<file path="src/dcc_pkg.sv">
// constants, types and helpers shared by the display coupler channel block
// assumes bit 0 of every channel word is its most significant bit (2^15)
//
// Notes on behaviour
// - address strobe is pulsed; its rise, while idle with channel-data select set, loads the start address from the output data word.
// - termination lockout set means compare hits and parity errors never end transfers.
// - channel-data select drives the output data word onto the display data lines.
// - pattern write takes left and right byte parity from two control bits.
// - char, bit and double compare each enable early termination while held set.
// - each keyboard strobe latches the output data word into its keyboard register.
// - five-bit field picks group (upper two) and keyboard within group (lower three).
// - selected keyboard mode switches and alert switch read active low.
// - active-low repeat bit shows the selected keyboard repeat key is held.
// - function strobe bit is zero for function codes, one for ascii.
// - seven-bit character field carries the key code in ones complement.
// - parity error status flags a bad word read during input transfer.
// - active-low parity id bits show received byte parity and stay readable.
// - compare status shows a hit on the selected termination condition.
// - key-active bits for 28 keyboards, 1-12 in one word, 13-28 next.
// - word count arrives ones complemented; output stops on count or compare.
// - input transfer stops on count, parity error or compare, whichever first.
// - pattern write repeats the output data word to successive words until count.
// - condition bit is one for count reached, zero for early termination.
// - double compare ends on either end-of-record or end-of-file code.
// - a keyboard strobe sets selected bits and clears all unselected bits.
package dcc_pkg;

   // -----------------------------------------------------------------
   // control word bit positions (bit n of the channel is index 15-n)
   // -----------------------------------------------------------------
   localparam int CW_ADDR_STB = 14;
   localparam int CW_TERM_LOCK = 13;
   localparam int CW_SEL_NC = 12;
   localparam int CW_PAR_L = 11;
   localparam int CW_PAR_R = 10;
   localparam int CW_CMP_CHAR = 9;
   localparam int CW_CMP_BIT = 8;
   localparam int CW_CMP_DBL = 7;
   localparam int CW_STB_KB23 = 6;
   localparam int CW_STB_KB01 = 5;

   // -----------------------------------------------------------------
   // codes, counts and reset values
   // -----------------------------------------------------------------
   localparam logic [1:0] CONNECT_CODE = 2'h2;
   localparam logic [6:0] END_OF_RECORD = 7'h1F;
   localparam logic [6:0] END_OF_FILE = 7'h1C;
   localparam int KBD_COUNT = 28;
   localparam int KBD_PER_GROUP = 7;
   localparam int KBD_IN_ERR_WORD = 12;
   localparam logic ODD_PARITY = 1'b1;
   localparam logic [15:0] WORD_RST = 16'h0000;
   localparam logic [15:0] KIN_IDLE = 16'h3FFF;
   localparam logic [14:0] ADDR_RST = 15'h0000;

   // status word field positions
   localparam int ST_PERR = 15;
   localparam int ST_PID_L = 14;
   localparam int ST_PID_R = 13;
   localparam int ST_CMP = 12;

   typedef enum logic [2:0] {
      DCC_IDLE,
      DCC_OUT,
      DCC_RD,
      DCC_RDW,
      DCC_END
   } dcc_state_t;

   // -----------------------------------------------------------------
   // helpers
   // -----------------------------------------------------------------
   function automatic logic dcc_par(input logic [7:0] b);
      dcc_par = ^b ^ ODD_PARITY;
   endfunction

   function automatic logic dcc_hit(input logic [15:0] w, input logic [15:0] cmp_word,
                                    input logic char_en, input logic bit_en, input logic dbl_en);
      logic c;
      logic d;
      logic b;
      c = (w[6:0] == cmp_word[6:0]) || (w[14:8] == cmp_word[6:0]);
      d = (w[6:0] == END_OF_RECORD) || (w[6:0] == END_OF_FILE) ||
          (w[14:8] == END_OF_RECORD) || (w[14:8] == END_OF_FILE);
      b = |(w & cmp_word);
      dcc_hit = (char_en && c) || (dbl_en && d) || (bit_en && b);
   endfunction

endpackage

</file>
<file path="src/dcc_stream_if.sv">
// valid/ready word stream between the coupler and its return buffer
// assumes one clock; a word moves when valid and ready are both high
`timescale 1ns/1ns
interface dcc_stream_if #(parameter int W = 16);
   logic valid;
   logic ready;
   logic [W-1:0] data;
   modport src (output valid, output data, input ready);
   modport snk (input valid, input data, output ready);
endinterface

</file>
<file path="src/dcc_skid.sv">
// small fifo holding words read from display memory on their way to the controller
// assumes one clock and an active-low asynchronous reset
`timescale 1ns/1ns
module dcc_skid #(
   parameter int W = 16,
   parameter int DEPTH = 2
) (
   input wire logic clk,
   input wire logic rst_b,
   dcc_stream_if.snk push,
   dcc_stream_if.src pop
);
   localparam int AW = $clog2(DEPTH);

   typedef struct packed {
      logic [DEPTH-1:0][W-1:0] mem;
      logic [AW-1:0] wp;
      logic [AW-1:0] rp;
      logic [AW:0] cnt;
   } dcc_skid_t;

   dcc_skid_t s_q;
   dcc_skid_t s_d;
   logic do_push;
   logic do_pop;

   // full and empty come from the count so a stalled reader really fills it
   assign push.ready = (s_q.cnt != (AW+1)'(DEPTH));
   assign pop.valid = (s_q.cnt != '0);
   assign pop.data = s_q.mem[s_q.rp];
   assign do_push = push.valid && push.ready;
   assign do_pop = pop.valid && pop.ready;

   always_comb begin
      s_d = s_q;
      if (do_push) begin
         s_d.mem[s_q.wp] = push.data;
         s_d.wp = (s_q.wp == AW'(DEPTH-1)) ? '0 : s_q.wp + 1'b1;
      end
      if (do_pop) begin
         s_d.rp = (s_q.rp == AW'(DEPTH-1)) ? '0 : s_q.rp + 1'b1;
      end
      s_d.cnt = s_q.cnt + (AW+1)'(do_push) - (AW+1)'(do_pop);
   end

   always_ff @(posedge clk or negedge rst_b) begin
      if (!rst_b) begin
         s_q <= '0;
      end else begin
         s_q <= s_d;
      end
   end
endmodule

</file>
<file path="src/dcc_kbd_out.sv">
// the two keyboard light and buzzer registers, loaded on a strobe's rising edge
// assumes strobe levels come from the control word, synchronous to clk
`timescale 1ns/1ns
module dcc_kbd_out
   import dcc_pkg::*;
(
   input wire logic clk,
   input wire logic rst_b,
   input wire logic stb01,
   input wire logic stb23,
   input wire logic [15:0] sel_word,
   output logic [15:0] kb01,
   output logic [15:0] kb23
);
   typedef struct packed {
      logic stb01;
      logic stb23;
      logic [15:0] kb01;
      logic [15:0] kb23;
   } dcc_kbo_t;

   dcc_kbo_t s_q;
   dcc_kbo_t s_d;

   always_comb begin
      s_d = s_q;
      s_d.stb01 = stb01;
      s_d.stb23 = stb23;
      if (stb01 && !s_q.stb01) begin
         s_d.kb01 = sel_word;
      end
      if (stb23 && !s_q.stb23) begin
         s_d.kb23 = sel_word;
      end
   end

   always_ff @(posedge clk or negedge rst_b) begin
      if (!rst_b) begin
         s_q <= '0;
      end else begin
         s_q <= s_d;
      end
   end

   assign kb01 = s_q.kb01;
   assign kb23 = s_q.kb23;
endmodule

</file>
<file path="src/dcc_coupler.sv">
// display coupler: normal channel control and status, block transfers to display memory
// assumes the controller holds channel words as levels synchronous to clk
`timescale 1ns/1ns
module dcc_coupler
   import dcc_pkg::*;
#(
   parameter int NKBD = KBD_COUNT,
   parameter int BUF_DEPTH = 2
) (
   input wire logic clk,
   input wire logic rst_b,
   input wire logic [15:0] coupler_control_word,
   input wire logic [15:0] output_data_word,
   input wire logic [1:0] connect_code_word,
   input wire logic bt_start,
   input wire logic bt_input,
   input wire logic [15:0] bt_count,
   input wire logic bt_out_valid,
   input wire logic [15:0] bt_out_data,
   output logic bt_out_ready,
   output logic bt_in_valid,
   output logic [15:0] bt_in_data,
   input wire logic bt_in_ready,
   output logic bt_done,
   output logic bt_cond,
   output logic [15:0] keyboard_input_word,
   output logic [15:0] error_and_active_low_word,
   output logic [15:0] active_high_keyboards_word,
   output logic [15:0] kbd_lights_01,
   output logic [15:0] kbd_lights_23,
   output logic [14:0] mem_addr,
   output logic mem_addr_load,
   output logic [15:0] mem_wdata,
   output logic [1:0] mem_wpar,
   output logic mem_we,
   output logic mem_re,
   input wire logic [15:0] mem_rdata,
   input wire logic [1:0] mem_rpar,
   input wire logic mem_rvalid,
   input wire logic [NKBD-1:0][3:0] kbd_mode_b,
   input wire logic [NKBD-1:0] kbd_alert_b,
   input wire logic [NKBD-1:0] repeat_key_b,
   input wire logic [NKBD-1:0] kbd_fn_strobe_b,
   input wire logic [NKBD-1:0][6:0] kbd_char_b,
   input wire logic [NKBD-1:0] kbd_active
);

   // -----------------------------------------------------------------
   // state
   // -----------------------------------------------------------------
   typedef struct packed {
      dcc_state_t st;
      logic [15:0] cnt;
      logic [14:0] addr;
      logic [14:0] maddr;
      logic ald;
      logic [15:0] wdata;
      logic [1:0] wpar;
      logic we;
      logic re;
      logic addr_stb;
      logic done;
      logic cond;
      logic perr;
      logic cmp;
      logic [1:0] pid_b;
      logic out_rdy;
      logic [15:0] kin;
      logic [15:0] err;
      logic [15:0] act;
   } dcc_core_t;

   dcc_core_t s_q;
   dcc_core_t s_d;

   dcc_stream_if #(.W(16)) rd_push ();
   dcc_stream_if #(.W(16)) rd_pop ();

   logic sel_nc;
   logic lockout;
   logic char_en;
   logic bit_en;
   logic dbl_en;
   logic connected;
   logic [1:0] kgrp;
   logic [2:0] kidx;
   logic kvalid;
   int ksel;
   logic [15:0] rd_word;
   logic rd_perr;
   logic rd_hit;
   logic out_hit;
   logic [15:0] cnt_dec;

   // -----------------------------------------------------------------
   // control word decode
   // -----------------------------------------------------------------
   // compare enables are levels
   assign char_en = coupler_control_word[CW_CMP_CHAR];
   assign bit_en = coupler_control_word[CW_CMP_BIT];
   assign dbl_en = coupler_control_word[CW_CMP_DBL];
   assign sel_nc = coupler_control_word[CW_SEL_NC];
   assign lockout = coupler_control_word[CW_TERM_LOCK];
   assign connected = (connect_code_word == CONNECT_CODE);
   assign kgrp = coupler_control_word[4:3];
   assign kidx = coupler_control_word[2:0];
   assign kvalid = (kidx != 3'h0) && (32'(kgrp) * KBD_PER_GROUP + 32'(kidx) <= NKBD);
   assign ksel = kvalid ? (32'(kgrp) * KBD_PER_GROUP + 32'(kidx) - 1) : 0;

   // -----------------------------------------------------------------
   // word checks
   // -----------------------------------------------------------------
   assign rd_word = mem_rdata;
   assign rd_perr = (dcc_par(mem_rdata[15:8]) != mem_rpar[1]) ||
                    (dcc_par(mem_rdata[7:0]) != mem_rpar[0]);
   // compare char held in output data word
   assign rd_hit = dcc_hit(rd_word, output_data_word, char_en, bit_en, dbl_en);
   assign out_hit = dcc_hit(bt_out_data, output_data_word, char_en, bit_en, dbl_en);
   assign cnt_dec = s_q.cnt - 16'h0001;

   // the read fifo push is taken only in the wait state, which was entered with room
   assign rd_push.valid = (s_q.st == DCC_RDW) && mem_rvalid;
   assign rd_push.data = rd_word;

   // -----------------------------------------------------------------
   // next state
   // -----------------------------------------------------------------
   always_comb begin
      s_d = s_q;
      s_d.done = 1'b0;
      s_d.we = 1'b0;
      s_d.re = 1'b0;
      s_d.ald = 1'b0;
      s_d.addr_stb = coupler_control_word[CW_ADDR_STB];

      if (sel_nc) begin
         s_d.wdata = output_data_word;
         s_d.wpar = {coupler_control_word[CW_PAR_L], coupler_control_word[CW_PAR_R]};
      end

      unique case (s_q.st)
         DCC_IDLE: begin
            // address in bits 1 to F
            if (coupler_control_word[CW_ADDR_STB] && !s_q.addr_stb && sel_nc) begin
               s_d.addr = output_data_word[14:0];
               s_d.maddr = output_data_word[14:0];
               s_d.ald = 1'b1;
            end
            if (bt_start && connected) begin
               s_d.cnt = ~bt_count;
               s_d.perr = 1'b0;
               s_d.cmp = 1'b0;
               if (bt_count == 16'hFFFF) begin
                  s_d.st = DCC_END;
                  s_d.cond = 1'b1;
               end else begin
                  s_d.st = bt_input ? DCC_RD : DCC_OUT;
               end
            end
         end

         DCC_OUT: begin
            if (sel_nc) begin
               s_d.we = 1'b1;
               s_d.maddr = s_q.addr;
               s_d.addr = s_q.addr + 15'h0001;
               s_d.cnt = cnt_dec;
               if (cnt_dec == 16'h0000) begin
                  s_d.st = DCC_END;
                  s_d.cond = 1'b1;
               end
            end else if (bt_out_valid && s_q.out_rdy) begin
               s_d.we = 1'b1;
               s_d.wdata = bt_out_data;
               s_d.wpar = {dcc_par(bt_out_data[15:8]), dcc_par(bt_out_data[7:0])};
               s_d.maddr = s_q.addr;
               s_d.addr = s_q.addr + 15'h0001;
               s_d.cnt = cnt_dec;
               if (out_hit) begin
                  s_d.cmp = 1'b1;
               end
               if (cnt_dec == 16'h0000) begin
                  s_d.st = DCC_END;
                  s_d.cond = 1'b1;
               end else if (out_hit && !lockout) begin
                  s_d.st = DCC_END;
                  s_d.cond = 1'b0;
               end
            end
         end

         DCC_RD: begin
            // only one read is in flight, so room seen here still exists on return
            if (rd_push.ready) begin
               s_d.re = 1'b1;
               s_d.maddr = s_q.addr;
               s_d.addr = s_q.addr + 15'h0001;
               s_d.st = DCC_RDW;
            end
         end

         DCC_RDW: begin
            if (mem_rvalid) begin
               s_d.cnt = cnt_dec;
               s_d.pid_b = ~mem_rpar;
               if (rd_perr) begin
                  s_d.perr = 1'b1;
               end
               if (rd_hit) begin
                  s_d.cmp = 1'b1;
               end
               if (cnt_dec == 16'h0000) begin
                  s_d.st = DCC_END;
                  s_d.cond = 1'b1;
               end else if ((rd_perr || rd_hit) && !lockout) begin
                  s_d.st = DCC_END;
                  s_d.cond = 1'b0;
               end else begin
                  s_d.st = DCC_RD;
               end
            end
         end

         DCC_END: begin
            s_d.done = 1'b1;
            s_d.st = DCC_IDLE;
         end
      endcase

      s_d.out_rdy = (s_d.st == DCC_OUT) && !sel_nc;

      // -----------------------------------------------------------------
      // status words
      // -----------------------------------------------------------------
      if (kvalid) begin
         s_d.kin = 16'h0000;
         s_d.kin[13:10] = kbd_mode_b[ksel];
         s_d.kin[9] = kbd_alert_b[ksel];
         s_d.kin[8] = repeat_key_b[ksel];
         s_d.kin[7] = kbd_fn_strobe_b[ksel];
         s_d.kin[6:0] = kbd_char_b[ksel];
      end else begin
         s_d.kin = KIN_IDLE;
      end

      s_d.err = WORD_RST;
      s_d.err[ST_PERR] = s_d.perr;
      s_d.err[ST_PID_L] = s_d.pid_b[1];
      s_d.err[ST_PID_R] = s_d.pid_b[0];
      s_d.err[ST_CMP] = s_d.cmp;
      s_d.act = WORD_RST;
      // keyboard 1 in bit 4, 13 in bit 0 of next word
      for (int i = 0; i < NKBD; i++) begin
         if (i < KBD_IN_ERR_WORD) begin
            s_d.err[KBD_IN_ERR_WORD - 1 - i] = kbd_active[i];
         end else begin
            s_d.act[15 - (i - KBD_IN_ERR_WORD)] = kbd_active[i];
         end
      end
   end

   // -----------------------------------------------------------------
   // registers
   // -----------------------------------------------------------------
   always_ff @(posedge clk or negedge rst_b) begin
      if (!rst_b) begin
         s_q <= '0;
         s_q.st <= DCC_IDLE;
         s_q.addr <= ADDR_RST;
         s_q.maddr <= ADDR_RST;
         s_q.pid_b <= 2'h3;
         s_q.kin <= KIN_IDLE;
         // parity id reads inactive (high) while in reset
         s_q.err[ST_PID_L] <= 1'b1;
         s_q.err[ST_PID_R] <= 1'b1;
      end else begin
         s_q <= s_d;
      end
   end

   // -----------------------------------------------------------------
   // read return buffer and keyboard output registers
   // -----------------------------------------------------------------
   dcc_skid #(
      .W(16),
      .DEPTH(BUF_DEPTH)
   ) u_skid (
      .clk(clk),
      .rst_b(rst_b),
      .push(rd_push),
      .pop(rd_pop)
   );

   assign bt_in_valid = rd_pop.valid;
   assign bt_in_data = rd_pop.data;
   assign rd_pop.ready = bt_in_ready;

   // controller holds data select while strobing
   dcc_kbd_out u_kbd (
      .clk(clk),
      .rst_b(rst_b),
      .stb01(coupler_control_word[CW_STB_KB01]),
      .stb23(coupler_control_word[CW_STB_KB23]),
      .sel_word(output_data_word),
      .kb01(kbd_lights_01),
      .kb23(kbd_lights_23)
   );

   // -----------------------------------------------------------------
   // outputs
   // -----------------------------------------------------------------
   assign bt_out_ready = s_q.out_rdy;
   assign bt_done = s_q.done;
   assign bt_cond = s_q.cond;
   assign keyboard_input_word = s_q.kin;
   assign error_and_active_low_word = s_q.err;
   assign active_high_keyboards_word = s_q.act;
   assign mem_addr = s_q.maddr;
   assign mem_addr_load = s_q.ald;
   assign mem_wdata = s_q.wdata;
   assign mem_wpar = s_q.wpar;
   assign mem_we = s_q.we;
   assign mem_re = s_q.re;
endmodule

</file>
<file path="config.mk">
export PLATFORM = sky130hd
export DESIGN_NAME = dcc_coupler
export DESIGN_NICKNAME = d
export VERILOG_FILES = /design/src/dcc_pkg.sv /design/src/dcc_stream_if.sv /design/src/dcc_skid.sv /design/src/dcc_kbd_out.sv /design/src/dcc_coupler.sv
export SDC_FILE = /design/constraint.sdc
export NUM_CORES = 1
export LEC_CHECK = 0
export ABC_AREA = 1
export BUFFER_PORTS_ARGS = -buffer_cell sky130_fd_sc_hd__clkbuf_2
export CAP_MARGIN = 20
export CORE_AREA = 5 5 251 253
export CTS_BUF_LIST = sky130_fd_sc_hd__clkbuf_2
export DETAILED_ROUTE_END_ITERATION = 16
export DIE_AREA = 0 0 256 258
export GPL_TIMING_DRIVEN = 0
export SLEW_MARGIN = 10
export SYNTH_ARGS = -nofsm -noshare
export SYNTH_HDL_FRONTEND = slang
export SYNTH_HIERARCHICAL = 1
export SYNTH_SLANG_ARGS = --single-unit
export TNS_END_PERCENT = 100
</file>
<file path="constraint.sdc">
create_clock -name clk -period 2.9 [get_ports clk]
set_input_delay 0.435 -clock clk [delete_from_list [all_inputs] [get_ports clk]]
set_output_delay 0.435 -clock clk [all_outputs]
set_load 0.1 [all_outputs]
</file>
# Word level (Yosys, flattened, before mapping)
# Cells that the tools add are included.
# totals
ff_bits,196
in_bits,511
# classes
n_mux,69
n_bitwise,8
n_eq_ne,31
reduce_logical,54
multipliers,1
addsub,8
n_lt_le_gt_ge,5
# op_table
op,n
49-bit two-way mux,2
30-bit one-hot mux with 3 select lines,1
19-bit two-way mux,4
"7-bit by 5-bit == test with 1-bit output, second input constant",8
16-bit two-way mux,3
16-bit one-hot mux with 3 select lines,1
18-bit two-way mux,2
7-bit binary-select mux with 5-bit select,1
16-bit bitwise AND,2
32-bit bitwise mux,1
"32-bit by 5-bit <= comparator with 1-bit output, second input constant",1
"32-bit by 7-bit < comparator with 1-bit output, second input constant",1
32-bit two-way mux,1
16-bit OR reduction,2
8-bit parity,4
31-bit two-way mux,1
30-bit two-way mux,1
7-bit == test,4
1-bit two-way mux,26
3-bit two-way mux,8
4-bit binary-select mux with 5-bit select,1
1-bit logical AND,20
16-bit demux with 1-bit select,1
"16-bit == test, second input constant",1
other kinds (39),79

# Longest topological paths before layout
# logic_depth
word_depth,15
mapped_depth,21
depth_no_buf,18

# Cells and area by module
# Netlist, hierarchy kept.
# by_module_without_submodules
module,area_per_inst_um2,seq_area_each_um2,cells_each,n_inst
dcc_coupler,12166.7,3022.9,2026,1
dcc_skid,1784.2,900.9,222,1
dcc_kbd_out,1596.5,850.8,174,1

# Worst setup path after synthesis
# OpenSTA, ideal clock, no wires.
# synth_timing
kind,input port to flip-flop
start,input coupler_control_word[1]
end,register s_q (netlist bit keyboard_input_word[5])
path_buffers,2
arrival_ns,2.849
t_required_ns,2.824
slack_ns,-0.026
setup_time_ns,0.076
stages,18
path_cell_list,fa_1 ha_1 fa_1 inv_1 nor2_1 nand3_2 nand2_4 inv_4 nand2_4 buf_6 buf_4 nand2_1 nand3_1 nand3_1 nand3_1 nand2_1 nand2_1 nand2_1
# synth_lines
element,line,text
from (decl),dcc_coupler.sv:12,"input wire logic [15:0] coupler_control_word,"
to (decl),dcc_coupler.sv:73,dcc_core_t s_q;

==> run_results.csv <==
group,metric,value,unit
min_path,hp-class,"input pin to register",
global_routing,top_usage_layer,"met2",
global_routing,use_met3,0.05270,
setup_path,arrival,3.82,ns
routing,wl_per_cell,19.27,µm
die,core_area,0.06080,mm²
layout,stdcell_area,0.02564,mm²
power_and_ir_drop,leakage,13.80,nW
layout,syn_to_final_growth,64.92,%
global_routing,grt_max_degree,98,
place,gp_congestion,0.9758,
place,dpl_cell_area,0.01982,mm²
logic_synthesis,ys_types,53,
place,dp_hpwl,64430,µm
layout,nets,4167,
power_and_ir_drop,max-vdd-ir-drop,309.8,µV
setup_path,cp-start-kind,"input pin",
clock_network,insertion_delay,1.00,ns
place,dp_cells,3857,
place,io_buffers,642,
clock_network,tritoncts,"done",
logic_synthesis,synth_cells,2422,
timing,slew_headroom,0.3440,
clock_network,clk_path_buf_depth,2,
clock_network,cts-root-buf,"clkbuf_2",
routing,drc,0,
logic_synthesis,synth-compound-area-share,0.09802,
global_routing,overflow,0,
layout,final_cell_mix,"nand2_1 (734), clkbuf_2 (641), dlygate4sd3_1 (522)",
routing,vias_per_cell,4.773,
global_routing,met2_usage,0.4295,
logic_synthesis,synth_simple_gate_area_share,0.3799,
setup_path,critPathMaxFanout,10,
layout,final_common_cell,"nand2_1",
logic_synthesis,synth_xor_area_frac,0.01288,
timing,slew_viol_final,0,
global_routing,antenna_found_initial,8,
job,max_cap_viol_count,0,
die,initial_utilization,0.2557,
routing,postRouteAntennaNets,0,
routing,vias,21110,
global_routing,grt_first_pass_wirelength,126100,µm
routing,drt_iter0_drc,1723,
logic_synthesis,synth_top_family_by_area,"simple AND/OR/NAND/NOR gates",
setup_path,crit_required,3.81,ns
setup_path,critPathCaptureType,"register",
logic_synthesis,ys.flop_type,"dfrtp_1",
logic_synthesis,avgSynthCellArea,6.419,µm²
logic_synthesis,async_flop_share,1.000,
timing,fin_crit,2.908,ns
layout,fin_cells,4423,
timing,min_period_over_period,1.003,
global_routing,grt_pass1_vias,21150,
die,ios,647,
global_routing,grt_use_total,0.2472,
layout,layout-drive-gt1-share,0.2673,
timing,rsz0062_at_grt,"true",
logic_synthesis,synth_area,0.01555,mm²
logic_synthesis,synth_mux_area_frac,0,
timing,setup_ws,-0.008110,ns
logic_synthesis,synth-edff-count,0,
timing,worst_pin_slew,0.9840,ns
routing,first_pass_iters,6,
timing,fmax,343.9,MHz
die,die_w,256,µm
timing,finalSetupTns,-0.008110,ns
die,num_rows,91,
clock_network,clock_sinks,190,
layout,final_util,0.4217,
setup_path,worstSetupPathType,"input pin to register",
clock_network,htreeDepth,4,
logic_synthesis,ys_warn_count,6,
clock_network,clkTransAtPathRegs,0.29,ns
timing,clock-skew-final,0.04933,ns
logic_synthesis,ys_seq_elements,190,
outcome,run_status,"finished with violations",
global_routing,grt.met1_usage,0.2839,
power_and_ir_drop,powerDensity,784.4,mW/mm²
timing,setup_violations,1,
logic_synthesis,yosysSeqAreaShare,0.3071,
power_and_ir_drop,p_total,20.11,mW
timing,timing.final.hold_violations,0,
outcome,failed_checks,"setup timing",
layout,fillCellCount,6166,
routing,wl,85210,µm
logic_synthesis,synth-adder-area-share,0.03686,
die,dieArea,0.06605,mm²
die,die_y,258,µm
clock_network,cts_buffers,17,
routing by layer:
metal  wire (µm)  share of wire
met2       40620           0.48
met3        6969          0.082
met5           0              0
met1       32160           0.38
met4        5463          0.064
worst max-delay path: stages:
cell      delay (ns)
clkbuf_2        0.12
fa_1            0.47
ha_2            0.21
fa_1            0.40
xnor2_2         0.23
inv_2           0.05
nand3_2         0.07
nand2_4         0.09
nor2_4          0.15
clkbuf_4        0.27
buf_2           0.34
o21ai_0         0.14
o21ai_1         0.40
nand2_1         0.09
nand3_1         0.10
nor2_1          0.06
nor2_1          0.17
power by group:
part | internal (mW) | switching, mW
Sequential | 3.55 | 0.495
Combinational | 4.38 | 10.1
Clock | 0.441 | 1.11
cell usage after synthesis, types with 3 or more instances:
cell type	count	area (µm²)
nand2_1	734	2755
nor2_1	310	1164
inv_1	256	960.9
nand3_1	231	1156
dfrtp_1	174	4354
buf_4	137	1028
o21ai_0	134	670.6
buf_2	49	245.2
nand4_1	42	262.8
ha_1	41	513.0
o21ai_1	41	205.2
a21oi_1	36	180.2
or2_2	32	200.2
clkbuf_1	28	105.1
a31oi_1	25	156.4
dfstp_2	16	420.4
buf_6	15	168.9
xnor2_1	13	113.9
o211ai_1	11	82.58
o22ai_1	11	68.82
nand3b_1	10	75.07
nor3_1	9	45.04
o21bai_1	9	67.56
xor2_1	8	70.07
inv_2	6	22.52
nand2_4	6	67.56
nor2_2	4	25.02
fa_1	3	60.06
flip-flops by register name, summed over array words and instances (netlist names), 2 cells and up:
signal / cells
u_skid/s_q: 36
s_q: 35
active_high_keyboards_word: 16
error_and_active_low_word: 16
mem_wdata: 16
u_kbd/kb01: 16
u_kbd/kb23: 16
mem_addr: 15
keyboard_input_word: 14
mem_wpar: 2
u_kbd/s_q: 2
stage by stage:
step                      hold WS, ns  setup WS [ns]
final                          0.1364      -0.008110
after global routing          0.06710       0.002176
after CTS                 0.000002442      0.0002673
after detailed placement       0.2513         -1.733
after global placement         0.4531         -2.550
after floorplan                0.1394      -0.002939
repair_timing:
action	CTS	global route
hold endpoints to repair	367	0
resized for setup	29	57
setup endpoints to repair	26	35
setup buffers	0	6
gates cloned	0	0
pin swaps	0	3
hold buffers	522	0
cells by family (layout without fill, tap and decap cells):
logic type	count (synthesis)	in the layout
AO/OA/AOI/OAI	278	278
flip-flops	190	190
XOR/XNOR	22	22
buffers and inverters	497	1699
other	1	10
adder cells (fa/ha/maj)	44	44
AND/OR/NAND/NOR	1390	1390
path summary, 6_finish.rpt:
| check | cells after the start | slack [ns] | start | end |
|---|---|---|---|---|
| worst max-delay path | 17 | -0.008 | coupler_control_word[3] | keyboard_input_word[7]$_DFF_PN1_ |
| worst min-delay path | 7 | 0.14 | coupler_control_word[8] | s_q[125]$_DFF_PN0_ |
| worst max register to register | 8 | 0.19 | s_q[125]$_DFF_PN0_ | mem_wdata[9]$_DFF_PN0_ |
| worst min register to register | 2 | 0.51 | u_skid/s_q[35]$_DFFE_PN0P_ | u_skid/s_q[35]$_DFFE_PN0P_ |
| max in group asynchronous | 5 | 1.20 | rst_b | keyboard_input_word[2]$_DFF_PN1_ |
| min in group asynchronous | 3 | 0.37 | rst_b | active_high_keyboards_word[2]$_DFF_PN0_ |
cell type report:
| type | instances | area [µm²] | area share |
|---|---|---|---|
| diodes | 8 | 20.02 | 0.0007808 |
| plain buffers | 229 | 1653 | 0.06446 |
| clock buffers | 18 | 90.09 | 0.003513 |
| clock inverters | 14 | 176.4 | 0.006880 |
| inverters | 266 | 1013 | 0.03953 |
| multi-input cells | 1736 | 8263 | 0.3223 |
| flip-flops and latches | 190 | 4775 | 0.1862 |
| well taps | 790 | 988.4 | 0.03855 |
| repair buffers | 1172 | 8662 | 0.3378 |
No activity file was read; power rests on OpenSTA's default activity.
